File: config.mk
export PLATFORM = sky130hd
export DESIGN_NAME = lsf_fault_response
export DESIGN_NICKNAME = d
export VERILOG_FILES = /design/src/rtl/lsf_pkg.sv /design/src/rtl/lsf_fault_response.sv /design/src/rtl/lsf_persist.sv
export SDC_FILE = /design/constraint.sdc
export NUM_CORES = 1
export LEC_CHECK = 0
export ABC_CLOCK_PERIOD_IN_PS = 2250
export BUFFER_PORTS_ARGS = -buffer_cell sky130_fd_sc_hd__buf_4
export CAP_MARGIN = 20
export CORE_ASPECT_RATIO = 0.8
export CORE_MARGIN = 2
export CORE_UTILIZATION = 50
export CTS_CLUSTER_DIAMETER = 50
export DETAILED_ROUTE_END_ITERATION = 8
export HOLD_SLACK_MARGIN = 0.12
export PLACE_DENSITY = 0.91
export SLEW_MARGIN = 20
export SYNTH_ARGS = -nofsm -noshare
export SYNTH_HDL_FRONTEND = slang
export SYNTH_SLANG_ARGS = --single-unit
File: constraint.sdc
create_clock -name clk -period 2.25 [get_ports clk]
set_clock_uncertainty 0.1 [all_clocks]
set_input_delay 0.45 -clock clk [delete_from_list [all_inputs] [get_ports clk]]
set_output_delay 0.45 -clock clk [all_outputs]
set_load 0.02 [all_outputs]
File: src/rtl/lsf_pkg.sv
package lsf_pkg;
	localparam logic [7:0]  OFS_IRQ_STATUS  = 8'h1D;
	localparam logic [7:0]  OFS_IRQ_MASK    = 8'h25;
	localparam logic [7:0]  OFS_SW_CONTROL  = 8'hC7;
	localparam logic [7:0]  OFS_FAULT_MASK  = 8'hD7;
	localparam logic [7:0]  OFS_SW_ENABLE   = 8'h0D;
	localparam int          BIT_OC          = 15;
	localparam int          BIT_ENABLE      = 15;
	localparam int          ACT_HI          = 15;
	localparam int          ACT_LO          = 14;
	localparam logic [1:0]  ACT_IGNORE      = 2'h0;
	localparam logic [1:0]  ACT_OPEN        = 2'h1;
	localparam logic [15:0] RST_CONTROL     = 16'h0003;
	localparam logic [15:0] RST_IRQ_MASK    = 16'h0000;
	localparam logic [15:0] RST_FAULT_MASK  = 16'h0000;
	localparam logic [15:0] RST_SW_ENABLE   = 16'h0000;
	localparam logic [15:0] CTRL_WR_MASK    = 16'hFFD3;
	localparam int          PERSIST_CYCLES  = 16;
	localparam logic [31:0] UNMAPPED_DATA   = 32'h00000000;
	typedef enum logic [1:0] {BUS_IDLE, BUS_ACK} lsf_bus_type;
endpackage : lsf_pkg

File: src/rtl/lsf_fault_response.sv
// The Avalon-MM interface to the registers was decided locally.
`timescale 1ns/100ps
module lsf_fault_response
	import lsf_pkg::*;
#(
	parameter int PERSIST = PERSIST_CYCLES
)
(
	input  wire logic        clk,
	input  wire logic        reset,
	input  wire logic        clkEn,
	input  wire logic [7:0]  avsAddress,
	input  wire logic        avsRead,
	input  wire logic        avsWrite,
	input  wire logic [31:0] avsWriteData,
	input  wire logic [3:0]  avsByteEnable,
	output logic [31:0]      avsReadData,
	output logic             avsWaitRequest,
	input  wire logic        overcurrentRaw,
	input  wire logic        otherSupplyFault,
	output logic             switchOn,
	output logic             shutdownReq,
	output logic             overcurrentTopIrq,
	output logic             supplyFaultN
);
	typedef struct packed {
		logic [2:0]  syncOc;
		logic [2:0]  syncOther;
		logic        ocStable;
		logic        otherStable;
		logic        qualPrev;
		logic        ocFlag;
		logic        ocFlagMask;
		logic [15:0] control;
		logic        swEnable;
		logic        pinMask;
		lsf_bus_type bus;
		logic [31:0] rdata;
		logic        waitReq;
		logic        switchOut;
		logic        shutdown;
		logic        irq;
		logic        faultN;
	} lsf_main_type;
	lsf_main_type state_r;
	lsf_main_type state_nxt;
	logic         qualified;

	lsf_persist #(
		.COUNT (PERSIST)
	) u_persist (
		.clk       (clk),
		.reset     (reset),
		.clkEn     (clkEn),
		.rawIn     (state_r.ocStable),
		.qualified (qualified)
	);

	logic [15:0] wData;
	logic [15:0] wMask;
	logic        qualRise;
	logic [1:0]  action;
	assign wData    = avsWriteData[15:0];
	assign wMask    = {{8{avsByteEnable[1]}}, {8{avsByteEnable[0]}}};
	assign qualRise = qualified && !state_r.qualPrev;
	assign action   = state_r.control[ACT_HI:ACT_LO];

	always_comb
	begin
		state_nxt = state_r;
		// Three stage sync, change accepted once stages two and three agree
		state_nxt.syncOc    = {state_r.syncOc[1:0], overcurrentRaw};
		state_nxt.syncOther = {state_r.syncOther[1:0], otherSupplyFault};
		if (state_r.syncOc[2] == state_r.syncOc[1])
			state_nxt.ocStable = state_r.syncOc[2];
		if (state_r.syncOther[2] == state_r.syncOther[1])
			state_nxt.otherStable = state_r.syncOther[2];
		state_nxt.qualPrev = qualified;
		state_nxt.waitReq  = 1'b1;
		state_nxt.rdata    = state_r.rdata;

		// One wait cycle, answer in the second
		case (state_r.bus)
			BUS_IDLE:
			begin
				if (avsRead || avsWrite)
				begin
					state_nxt.bus     = BUS_ACK;
					state_nxt.waitReq = 1'b0;
					state_nxt.rdata   = UNMAPPED_DATA;
					if (avsRead)
					begin
						if (avsAddress == OFS_IRQ_STATUS)
						begin
							state_nxt.rdata[BIT_OC] = state_r.ocFlag;
							state_nxt.ocFlag = 1'b0;
						end
						else if (avsAddress == OFS_IRQ_MASK)
							state_nxt.rdata[BIT_OC] = state_r.ocFlagMask;
						else if (avsAddress == OFS_SW_CONTROL)
							state_nxt.rdata[15:0] = state_r.control;
						else if (avsAddress == OFS_SW_ENABLE)
							state_nxt.rdata[BIT_ENABLE] = state_r.swEnable;
						else if (avsAddress == OFS_FAULT_MASK)
							state_nxt.rdata[BIT_OC] = state_r.pinMask;
					end
					else
					begin
						if (avsAddress == OFS_IRQ_MASK && avsByteEnable[1])
							state_nxt.ocFlagMask = wData[BIT_OC];
						else if (avsAddress == OFS_SW_CONTROL)
							state_nxt.control = (state_r.control & ~(wMask
								& CTRL_WR_MASK)) | (wData & wMask & CTRL_WR_MASK);
						else if (avsAddress == OFS_FAULT_MASK && avsByteEnable[1])
							state_nxt.pinMask = wData[BIT_OC];
						else if (avsAddress == OFS_SW_ENABLE && avsByteEnable[1])
							state_nxt.swEnable = wData[BIT_ENABLE];
					end
				end
			end
			BUS_ACK:
				state_nxt.bus = BUS_IDLE;
			default:
				state_nxt.bus = BUS_IDLE;
		endcase

		// set on rising edge, wins over read clear
		if (qualRise)
			state_nxt.ocFlag = 1'b1;

		if (qualRise && action != ACT_IGNORE)
		begin
			if (action == ACT_OPEN)
				state_nxt.swEnable = 1'b0;
			else
				state_nxt.shutdown = 1'b1;
		end

		// Enable kept apart from the response field so they never alias
		// enable drives switch
		state_nxt.switchOut = state_nxt.swEnable;
		state_nxt.irq = state_nxt.ocFlag && !state_nxt.ocFlagMask;
		state_nxt.faultN = !(state_r.otherStable
			|| (qualified && !state_nxt.pinMask));
	end

	always_ff @(posedge clk)
	begin
		if (reset)
		begin
			state_r            <= '0;
			state_r.control    <= RST_CONTROL;
			state_r.swEnable   <= RST_SW_ENABLE[BIT_ENABLE];
			state_r.ocFlagMask <= RST_IRQ_MASK[BIT_OC];
			state_r.pinMask    <= RST_FAULT_MASK[BIT_OC];
			state_r.bus        <= BUS_IDLE;
			state_r.waitReq    <= 1'b1;
			state_r.faultN     <= 1'b1;
		end
		else if (clkEn)
			state_r <= state_nxt;
	end

	assign avsReadData       = state_r.rdata;
	assign avsWaitRequest    = state_r.waitReq;
	assign switchOn          = state_r.switchOut;
	assign shutdownReq       = state_r.shutdown;
	assign overcurrentTopIrq = state_r.irq;
	assign supplyFaultN      = state_r.faultN;
endmodule : lsf_fault_response

File: src/rtl/lsf_persist.sv
`timescale 1ns/100ps
module lsf_persist
	import lsf_pkg::*;
#(
	parameter int COUNT = PERSIST_CYCLES
)
(
	input  wire logic clk,
	input  wire logic reset,
	input  wire logic clkEn,
	input  wire logic rawIn,
	output logic      qualified
);
	typedef struct packed {
		logic [15:0] cnt;
		logic        q;
	} lsf_persist_type;
	lsf_persist_type state_r;
	lsf_persist_type state_nxt;

	always_comb
	begin
		state_nxt = state_r;
		if (!rawIn)
		begin
			state_nxt.cnt = 16'h0000;
			state_nxt.q   = 1'b0;
		end
		else if (state_r.cnt < 16'(COUNT - 1))
			state_nxt.cnt = state_r.cnt + 16'h0001;
		else
			state_nxt.q = 1'b1;
	end

	always_ff @(posedge clk)
	begin
		if (reset)
			state_r <= '0;
		else if (clkEn)
			state_r <= state_nxt;
	end

	assign qualified = state_r.q;
endmodule : lsf_persist

# == Yosys cells after proc, flatten, opt, wreduce, memory -nomap -nowiden ==
# Cells that the tools add are included.
# word_totals
register_bits,68
in_bits,51
out_inout_bits,37
word_cells,90
# classes
addsub,1
n_lt_le_gt_ge,1
n_eq_ne,11
n_mux,29
n_bitwise,7
n_reduce_logical,23
# ops
cell,n
55-bit 2-to-1 mux,1
16-bit 2-to-1 mux,3
15-bit 2-to-1 mux,3
16-bit AND,2
20-bit 2-to-1 mux,1
19-bit 2-to-1 mux,1
18-bit 2-to-1 mux,1
17-bit 2-to-1 mux,1
16-bit by 1-bit adder with 16-bit output (second input constant),1
8-bit equality test (second input constant),2
16-bit by 4-bit < comparator with 1-bit output (second input constant),1
1-bit 2-to-1 mux,16
16-bit NOT,1
16-bit bitwise OR,1
2-bit AND reduction,5
8-bit by 4-bit equality test with 1-bit output (second input constant),1
8-bit by 5-bit equality test with 1-bit output (second input constant),1
8-bit by 6-bit equality test with 1-bit output (second input constant),1
1-bit logical AND,7
3-bit AND reduction,2
6-bit AND reduction,1
1-bit zero test,4
2-bit 2-to-1 mux,2
2-bit != test (second input constant),2
other kinds (7),11

# == Longest topological paths before layout ==
# Gate-level depths: netlist of run 1.
# logic_depth
depth_word,13
ltp_mapped,6
mapped_depth_nobuf,5

# == Cells and area by module ==
# A second synthesis of run 1 with hierarchy kept.
# hier_totals
hier_cells,290
area_unflattened_um2,2708.8
# modules_own_cells
module,n_inst,cells_per_inst,area_each_um2,seq_area_each_um2
lsf_fault_response,1,223,2062.0,880.8
lsf_persist,1,67,646.9,340.3

# == Worst setup path before layout of run 1 ==
# Ideal clock, no wire load.
# synth_timing
path_type,input-to-reg
start,in avsAddress[1]
end,reg state_r[57] in the netlist's numbering
setup_time_ns,0.116
arrival_time_ns,1.697
t_required_ns,2.034
path_slack_ns,0.337
path_stages,4
n_path_buf,0
path_cell_list,or3_1 -> nor4_1 -> mux2_2 -> o211a_1
# synth_via
elab_chain_cells,6
# synth_rtl
item,line,text
from (decl),lsf_fault_response.sv:12,"input wire logic [7:0] avsAddress,"
8-bit by 6-bit equality test with 1-bit output,lsf_fault_response.sv:109,if (avsAddress == OFS_IRQ_MASK && avsByteEnable[1])
1-bit logical AND,lsf_fault_response.sv:109,
1-bit 2-to-1 mux,lsf_fault_response.sv:109,
19-bit 2-to-1 mux,lsf_fault_response.sv:91,if (avsRead)
55-bit 2-to-1 mux,lsf_fault_response.sv:86,if (avsRead || avsWrite)
20-bit 2-to-1 mux,lsf_fault_response.sv:83,case (state_r.bus)
to (signal assigned),lsf_fault_response.sv:161,state_r <= state_nxt;
to (decl),lsf_fault_response.sv:45,lsf_main_type state_r;
# Every way passes these cells. The select of a mux whose other input is x is not followed.
# A chain may end at the register's enable or synchronous reset.

# == Worst setup path after layout of run 1 ==
# Ends and elaborated chain as after synthesis.

==> results of run 1 <==
synth_stat cells, drive strengths merged:
cell type	instances
nand3	2
clkbuf	10
nor2b	3
and4b	2
nor3	2
a21oi	22
nand4bb	3
o32ai	1
nand2b	3
o211a	1
nand4	13
a22oi	1
or3b	1
a311oi	1
a41oi	1
ha	1
buf	40
dfxtp	61
nor2	14
a211oi	1
nand4b	1
and3b	1
a21o	1
or3	4
a22o	12
mux2	1
and2	14
nand2	17
inv	8
and4	1
o41ai	1
o21ai	10
o2111ai	1
a31oi	4
o211ai	2
conb	1
mux2i	8
o31ai	12
a31o	1
or4	1
nor4b	1
nor4	7
o2bb2ai	1
layout make-up:
type / instances / area, sq um
Tap cell: 65 / 81.3
Clock buffer: 11 / 141
Timing Repair Buffer: 52 / 390
Sequential cell: 61 / 1220
Multi-Input combinational cell: 192 / 1240
Clock inverter: 4 / 25.0
Fill cell: 457 / 2240
Inverter: 8 / 30.0
power groups by stage:
stage                     clock network (W)  logic, W  registers [W]
after floorplan                           0  0.000128        0.00112
after global routing               0.000887  0.000191        0.00110
after detailed placement                  0  0.000173        0.00112
final                              0.000828  0.000177        0.00110
after CTS                          0.000835  0.000174        0.00110
after global placement                    0  0.000169        0.00112
metal layers:
layer  vias to the layer above  part of all wire  routed length (microns)  global-route usage
li1                       1078                 -                        -                   -
met1                      1039              0.43                     2600               0.279
met2                       113              0.46                     2800               0.304
met3                        18             0.080                      484              0.0650
met4                         0             0.024                      147              0.0955
met5                         -                 0                        0                   0
critical path: stages:
cell and delay, ns:
buf_4 0.11, or3_1 0.43, nor4_1 0.31, mux2_2 0.39, o211a_1 0.21
kinds of logic after synthesis:
group                    Yosys count
AO/OA/AOI/OAI                     73
other                              1
buffers and inverters             58
adder cells (fa/ha/maj)            1
multiplexers                       9
AND/OR/NAND/NOR                   90
flip-flops                        61
stage by stage:
step,utilization,cells,setup WS [ns],hold slack [ns],power [W]
after floorplan,-,311,0.337,0.334,0.00125
after global placement,0.551,378,0.163,0.349,0.00129
after detailed placement,0.551,378,0.145,0.360,0.00129
after CTS,0.582,393,0.494,0.244,0.00211
after global routing,0.582,393,0.369,0.244,0.00217
final,0.582,393,0.471,0.250,0.00210
state kept, by name, summed over array words and instances, names as in the netlist:
name,count
overcurrentTopIrq,1
avsWaitRequest,1
action,2
avsReadData,13
state_r,20
supplyFaultN,1
switchOn,1
state_nxt,4
u_persist.state_r,16
u_persist.qualified,1
shutdownReq,1
how the worst max path moves through the flow:
| stage | start | end | slack, ns | cells past startpoint |
|---|---|---|---|---|
| 3_5_place_dp | avsAddress[1] | state_r[57] | 0.14 | 5 |
| 4_1_cts | avsAddress[1] | state_r[57] | 0.49 | 5 |
| 3_3_place_gp | avsAddress[1] | state_r[57] | 0.16 | 5 |
| 6_report | avsAddress[1] | state_r[57] | 0.47 | 5 |
| 5_1_grt | avsAddress[1] | overcurrentTopIrq | 0.37 | 5 |
| 2_1_floorplan | avsAddress[1] | state_r[57] | 0.34 | 4 |
==> results.json, run 1 <==
{
  "cp_max_fo": 3,
  "synth-adder-area-share": 0.00456,
  "die_height_microns": 70.3,
  "grtUsageTotal": 0.208,
  "synth_top_cell_area_share": 0.445,
  "dr.pass1.iters": 5,
  "r2r_slack_ns": 0.52,
  "root_buffer": "clkbuf_8",
  "tritoncts": "yes",
  "io_pins": 88,
  "area_growth_pct": 14.1,
  "seqPwrFrac": 0.522,
  "grt_pass1_wl_microns": 10000,
  "max_cap_viol_count": 0,
  "grt_pass1_vias": 2175,
  "final_common_cell": "dfxtp_1",
  "rsz0062_at_grt": "false",
  "gp_congestion": 0.823,
  "whs_path_depth": 3,
  "hp-start": "otherSupplyFault",
  "drc": 0,
  "postCtsHoldBufs": 0,
  "routedWlPerCell_microns": 15.4,
  "rows": 24,
  "max_freq_mhz": 562,
  "drive_gt1_frac": 0.229,
  "ys_ff_latch": 61,
  "ant_nets": 0,
  "drt-initial-drc-count": 204,
  "core_sq_mm": 0.00538,
  "fp.dieArea_sq_mm": 0.00610,
  "grt_max_degree": 32,
  "worst_pin_slew_ns": 0.648,
  "vias_per_cell": 5.72,
  "place.port_buffers": 47,
  "nets": 376,
  "p_int_w": 0.00157,
  "p_leak_nw": 1.28,
  "r2r_cells": 4,
  "synth-simple-area-share": 0.210,
  "seq_area_frac_synth": 0.445,
  "antenna_found_initial": 0,
  "final.setup.tns_ns": 0,
  "finalMaxSlewViolations": 0,
  "period_needed_ns": 1.78,
  "overflow": 0,
  "syn_avg_cell_area_sq_um": 9.36,
  "ys_top_cells_by_area": "dfxtp_1, buf_4, a21oi_1, a22o_1, o31ai_1",
  "max-vdd-ir-drop_mv": 0.269,
  "synth_top_family_by_area": "simple AND/OR/NAND/NOR gates",
  "vias": 2248,
  "routed_wl_microns": 6030,
  "p_switching_w": 0.000529,
  "synthMuxAreaShare": 0.0333,
  "worstPathArrival_ns": 1.90,
  "swShare": 0.252,
  "cts-htree-levels": 3,
  "outcome": "finished, final reports clean",
  "clkSinkCount": 61,
  "power_density_mw_per_mm2": 671,
  "syn_area_sq_mm": 0.00274,
  "synthDistinctLibCells": 51,
  "power_frac_clock": 0.394,
  "end_kind": "flop",
  "startpoint_type": "input pin",
  "layout_common_cells": "dfxtp_1, buf_4, a21oi_1, conb_1, nand2_1",
  "min_to": "state_nxt[63]",
  "insertion_delay_ns": 0.34,
  "synth_top_cell_by_area": "dfxtp_1",
  "reg2reg_to": "state_r[45]",
  "hold_viol": 0,
  "fin_crit_sh": 0.791,
  "setup_viol_count_final": 0,
  "clockBufferDepth": 2,
  "hp-class": "in -> reg",
  "combPwrFrac": 0.084,
  "max_slew_margin": 0.568,
  "cp.required_ns": 2.37,
  "r2r-start": "state_r[37]",
  "num_antenna_cells": 0,
  "synth_compound_area_frac": 0.178,
  "postCtsSetupRepairBufs": 0,
  "synth_cells": 293,
  "path_clk_slew_ns": 0.07,
  "placed_area_sq_mm": 0.00296,
  "synth-xor-area-share": 0,
  "initial_core_util": 0.510,
  "fin_area_sq_mm": 0.00313,
  "critical_path_class": "in -> reg",
  "die_x_microns": 86.8,
  "cts_buffers": 9,
  "hpwlAfterDp_microns": 4260,
  "cts-resized-gates": 0,
  "yosys_warnings": 0
}
Note: power is estimated with default switching activity, not from simulation.
==> run 2, diff against run 1 <==
--- a/config.mk
+++ b/config.mk
@@ -5,16 +5,17 @@
 export SDC_FILE = /design/constraint.sdc
 export NUM_CORES = 1
 export LEC_CHECK = 0
-export ABC_CLOCK_PERIOD_IN_PS = 2250
+export ABC_AREA = 1
+export ABC_CLOCK_PERIOD_IN_PS = 1600
 export BUFFER_PORTS_ARGS = -buffer_cell sky130_fd_sc_hd__buf_4
 export CAP_MARGIN = 20
 export CORE_ASPECT_RATIO = 0.8
 export CORE_MARGIN = 2
-export CORE_UTILIZATION = 50
+export CORE_UTILIZATION = 46
 export CTS_CLUSTER_DIAMETER = 50
 export DETAILED_ROUTE_END_ITERATION = 8
 export HOLD_SLACK_MARGIN = 0.12
-export PLACE_DENSITY = 0.91
+export PLACE_DENSITY = 0.88
 export SLEW_MARGIN = 20
 export SYNTH_ARGS = -nofsm -noshare
 export SYNTH_HDL_FRONTEND = slang
==> constraint.sdc (replaced) <==
create_clock -name clk -period 1.6 [get_ports clk]
set_clock_uncertainty 0.1 [all_clocks]
set_input_delay 0.32 -clock clk [delete_from_list [all_inputs] [get_ports clk]]
set_output_delay 0.32 -clock clk [all_outputs]
set_load 0.02 [all_outputs]
==> run 2 against run 1 <==
- worst hold slack worse by 0.12 ns
- synthesized area is 2.5% higher
- final cell count is 36% higher
==> results.json, run 2 <==
{
  "outcome": "finished, final reports clean",
  "overflow": 0,
  "final.setup.tns_ns": 0,
  "largest_register_ff_count": 20,
  "cp-endpoint": "u_persist.state_r[3]",
  "synth_commonest_cells": "nand2_1, dfxtp_1, nor2_1, inv_1, buf_4",
  "routedWlPerCell_microns": 12.0,
  "seq_area_frac_synth": 0.434,
  "tritoncts": "yes",
  "dp.cells": 506,
  "setup.worst_path.start": "u_persist.state_r[1]",
  "cp_max_fo": 3,
  "syn_avg_cell_area_sq_um": 7.14,
  "ys_top_cells_by_area": "dfxtp_1, nand2_1, buf_4, nor2_1, inv_1",
  "area_growth_pct": 24.3,
  "ys_ff_latch": 61,
  "hold_viol": 0,
  "max_freq_mhz": 658,
  "nets": 501,
  "setup_viol_count_final": 0,
  "finalMaxSlewViolations": 0,
  "r2r_slack_ns": 0.08,
  "r2r-start": "u_persist.state_r[1]",
  "die_x_microns": 91.4,
  "initial_core_util": 0.476,
  "synthDistinctLibCells": 28,
  "grt_max_degree": 21,
  "ant_nets": 0,
  "insertion_delay_ns": 0.34,
  "gp_congestion": 0.788,
  "antenna_found_initial": 0,
  "vias_per_cell": 4.69,
  "startpoint_type": "flop",
  "drive_gt1_frac": 0.205,
  "core_sq_mm": 0.00591,
  "hp-class": "in -> reg",
  "clockBufferDepth": 2,
  "synth_cells": 394,
  "io_pins": 88,
  "hold_ws_ns": 0.130,
  "final_common_cell": "nand2_1",
  "synth-async-reset-ratio": 0,
  "pre_cts_slack_ns": -0.00172,
  "layout_common_cells": "nand2_1, dfxtp_1, buf_4, nor2_1, inv_1",
  "fp.dieArea_sq_mm": 0.00676,
  "num_antenna_cells": 0,
  "syn_area_sq_mm": 0.00281,
  "regMostFlops": "state_r",
  "drt-initial-drc-count": 171,
  "cts_buffers": 9,
  "worstPathArrival_ns": 1.66,
  "r2r_cells": 8,
  "fin_util": 0.591,
  "fin_ws_ns": 0.0814,
  "synth_top_cell_area_share": 0.434,
  "p_leak_nw": 1.60,
  "end_kind": "flop",
  "vias": 2510,
  "fin_crit_sh": 0.949,
  "power_density_mw_per_mm2": 935,
  "synth_most_common_cell": "nand2_1",
  "grt_pass1_vias": 2419,
  "root_buffer": "clkbuf_8",
  "max_cap_viol_count": 0,
  "synth_edf_count": 0,
  "path_clk_slew_ns": 0.07,
  "synth_ff_type": "dfxtp_1",
  "die_height_microns": 73.9,
  "fillers": 509,
  "routed_wl_microns": 6440,
  "dr.pass1.iters": 4,
  "hpwlAfterDp_microns": 4500,
  "clkSinkCount": 61,
  "postCtsSetupRepairBufs": 0,
  "grtUsageTotal": 0.198,
  "critical_path_class": "reg -> reg",
  "rows": 25,
  "reg2reg_to": "u_persist.state_r[3]",
  "cp.required_ns": 1.74,
  "synth_top_cell_by_area": "dfxtp_1",
  "period_needed_ns": 1.52,
  "drc": 0,
  "finalNonFillerCells": 535,
  "yosys_warnings": 0,
  "grt_pass1_wl_microns": 10700,
  "max-vdd-ir-drop_mv": 0.684,
  "cts-htree-levels": 3,
  "place.port_buffers": 47
}
==> run 2: cell types whose count changed after synthesis, sizes merged, moves of 6 or more <==
cell,change
a21oi,+6
a22o,-12
and2,-14
inv,+42
mux2i,-8
nand2,+64
nand3,+13
nor2,+43
nor3,+10
nor4,-7
o21ai,+8
o31ai,-12
==> run 2: worst min-delay path by stage <==
stage                           from                    end  slack, ns  depth (start not counted)
6_report            avsWriteData[15]              action[1]       0.13                          3
5_1_grt             avsWriteData[15]              action[1]       0.14                          3
4_1_cts             avsWriteData[15]              action[1]       0.13                          3
3_5_place_dp    u_persist.state_r[9]   u_persist.state_r[9]       0.34                          2
3_3_place_gp   u_persist.state_r[13]  u_persist.state_r[13]       0.33                          2
2_1_floorplan  u_persist.state_r[13]  u_persist.state_r[13]       0.32                          2
==> run 2: logic make-up (layout without fill, tap and decap cells) <==
kind of cell | after synthesis | in the layout | synth area share
simple gates | 182 | 182 | 0.285
buf+inv | 98 | 140 | 0.179
flops | 61 | 61 | 0.434
compound gates | 50 | 50 | 0.0925
fa+ha+maj | 1 | 1 | 0.00445
other cells | 1 | 19 | 0.00133
xor+xnor | 1 | 1 | 0.00311
==> run 2: metal layers <==
layer / up-vias / GRT usage / wire, microns
met4: 0 / 0.0505 / 102
li1: 1304 / - / -
met1: 1113 / 0.236 / 2750
met3: 10 / 0.0476 / 404
met2: 83 / 0.364 / 3180
met5: - / 0 / 0
==> run 2: worst max-delay path, cell delays in order, from the launching register on <==
cell and delay, ns:
dfxtp_2 0.34, ha_1 0.20, nand2_1 0.08, nor2_1 0.04
nor2_1 0.14, nand3_2 0.14, buf_6 0.15, o211ai_1 0.16
nor2_1 0.05
==> run 2: cell type report <==
type	instances	area [sq um]	share of cell area
well taps	81	101	0.0290
inverters	51	193	0.0551
multi-input cells	253	1170	0.335
flip-flops and latches	61	1220	0.350
clock buffers	11	151	0.0433
repair buffers	73	597	0.171
clock inverters	5	58.8	0.0168
==> run 2: report_power, final <==
group / leakage [nW] / internal, W / switching (W) / total [W]
Combinational: 1.01 / 0.000127 / 0.000186 / 0.000314
Clock: 0.102 / 0.000803 / 0.000602 / 0.00140
Sequential: 0.494 / 0.00154 / 0.0000117 / 0.00155
Total: 1.60 / 0.00247 / 0.000800 / 0.00327
==> run 2: timing repair <==
action / 4_1_cts / 5_1_grt
hold buffers: 13 / 0
hold endpoints to repair: 13 / 0
pin swaps: 0 / 2
resized for setup: 1 / 5
cloned: 0 / 0
endpoints found under the setup margin: 2 / 16
==> run 2: per-stage QoR <==
step           power, W  area, sq um
3_3_place_gp    0.00185         3130
2_1_floorplan   0.00178         2880
3_5_place_dp    0.00186         3130
5_1_grt         0.00338         3500
4_1_cts         0.00328         3480
6_report        0.00327         3500
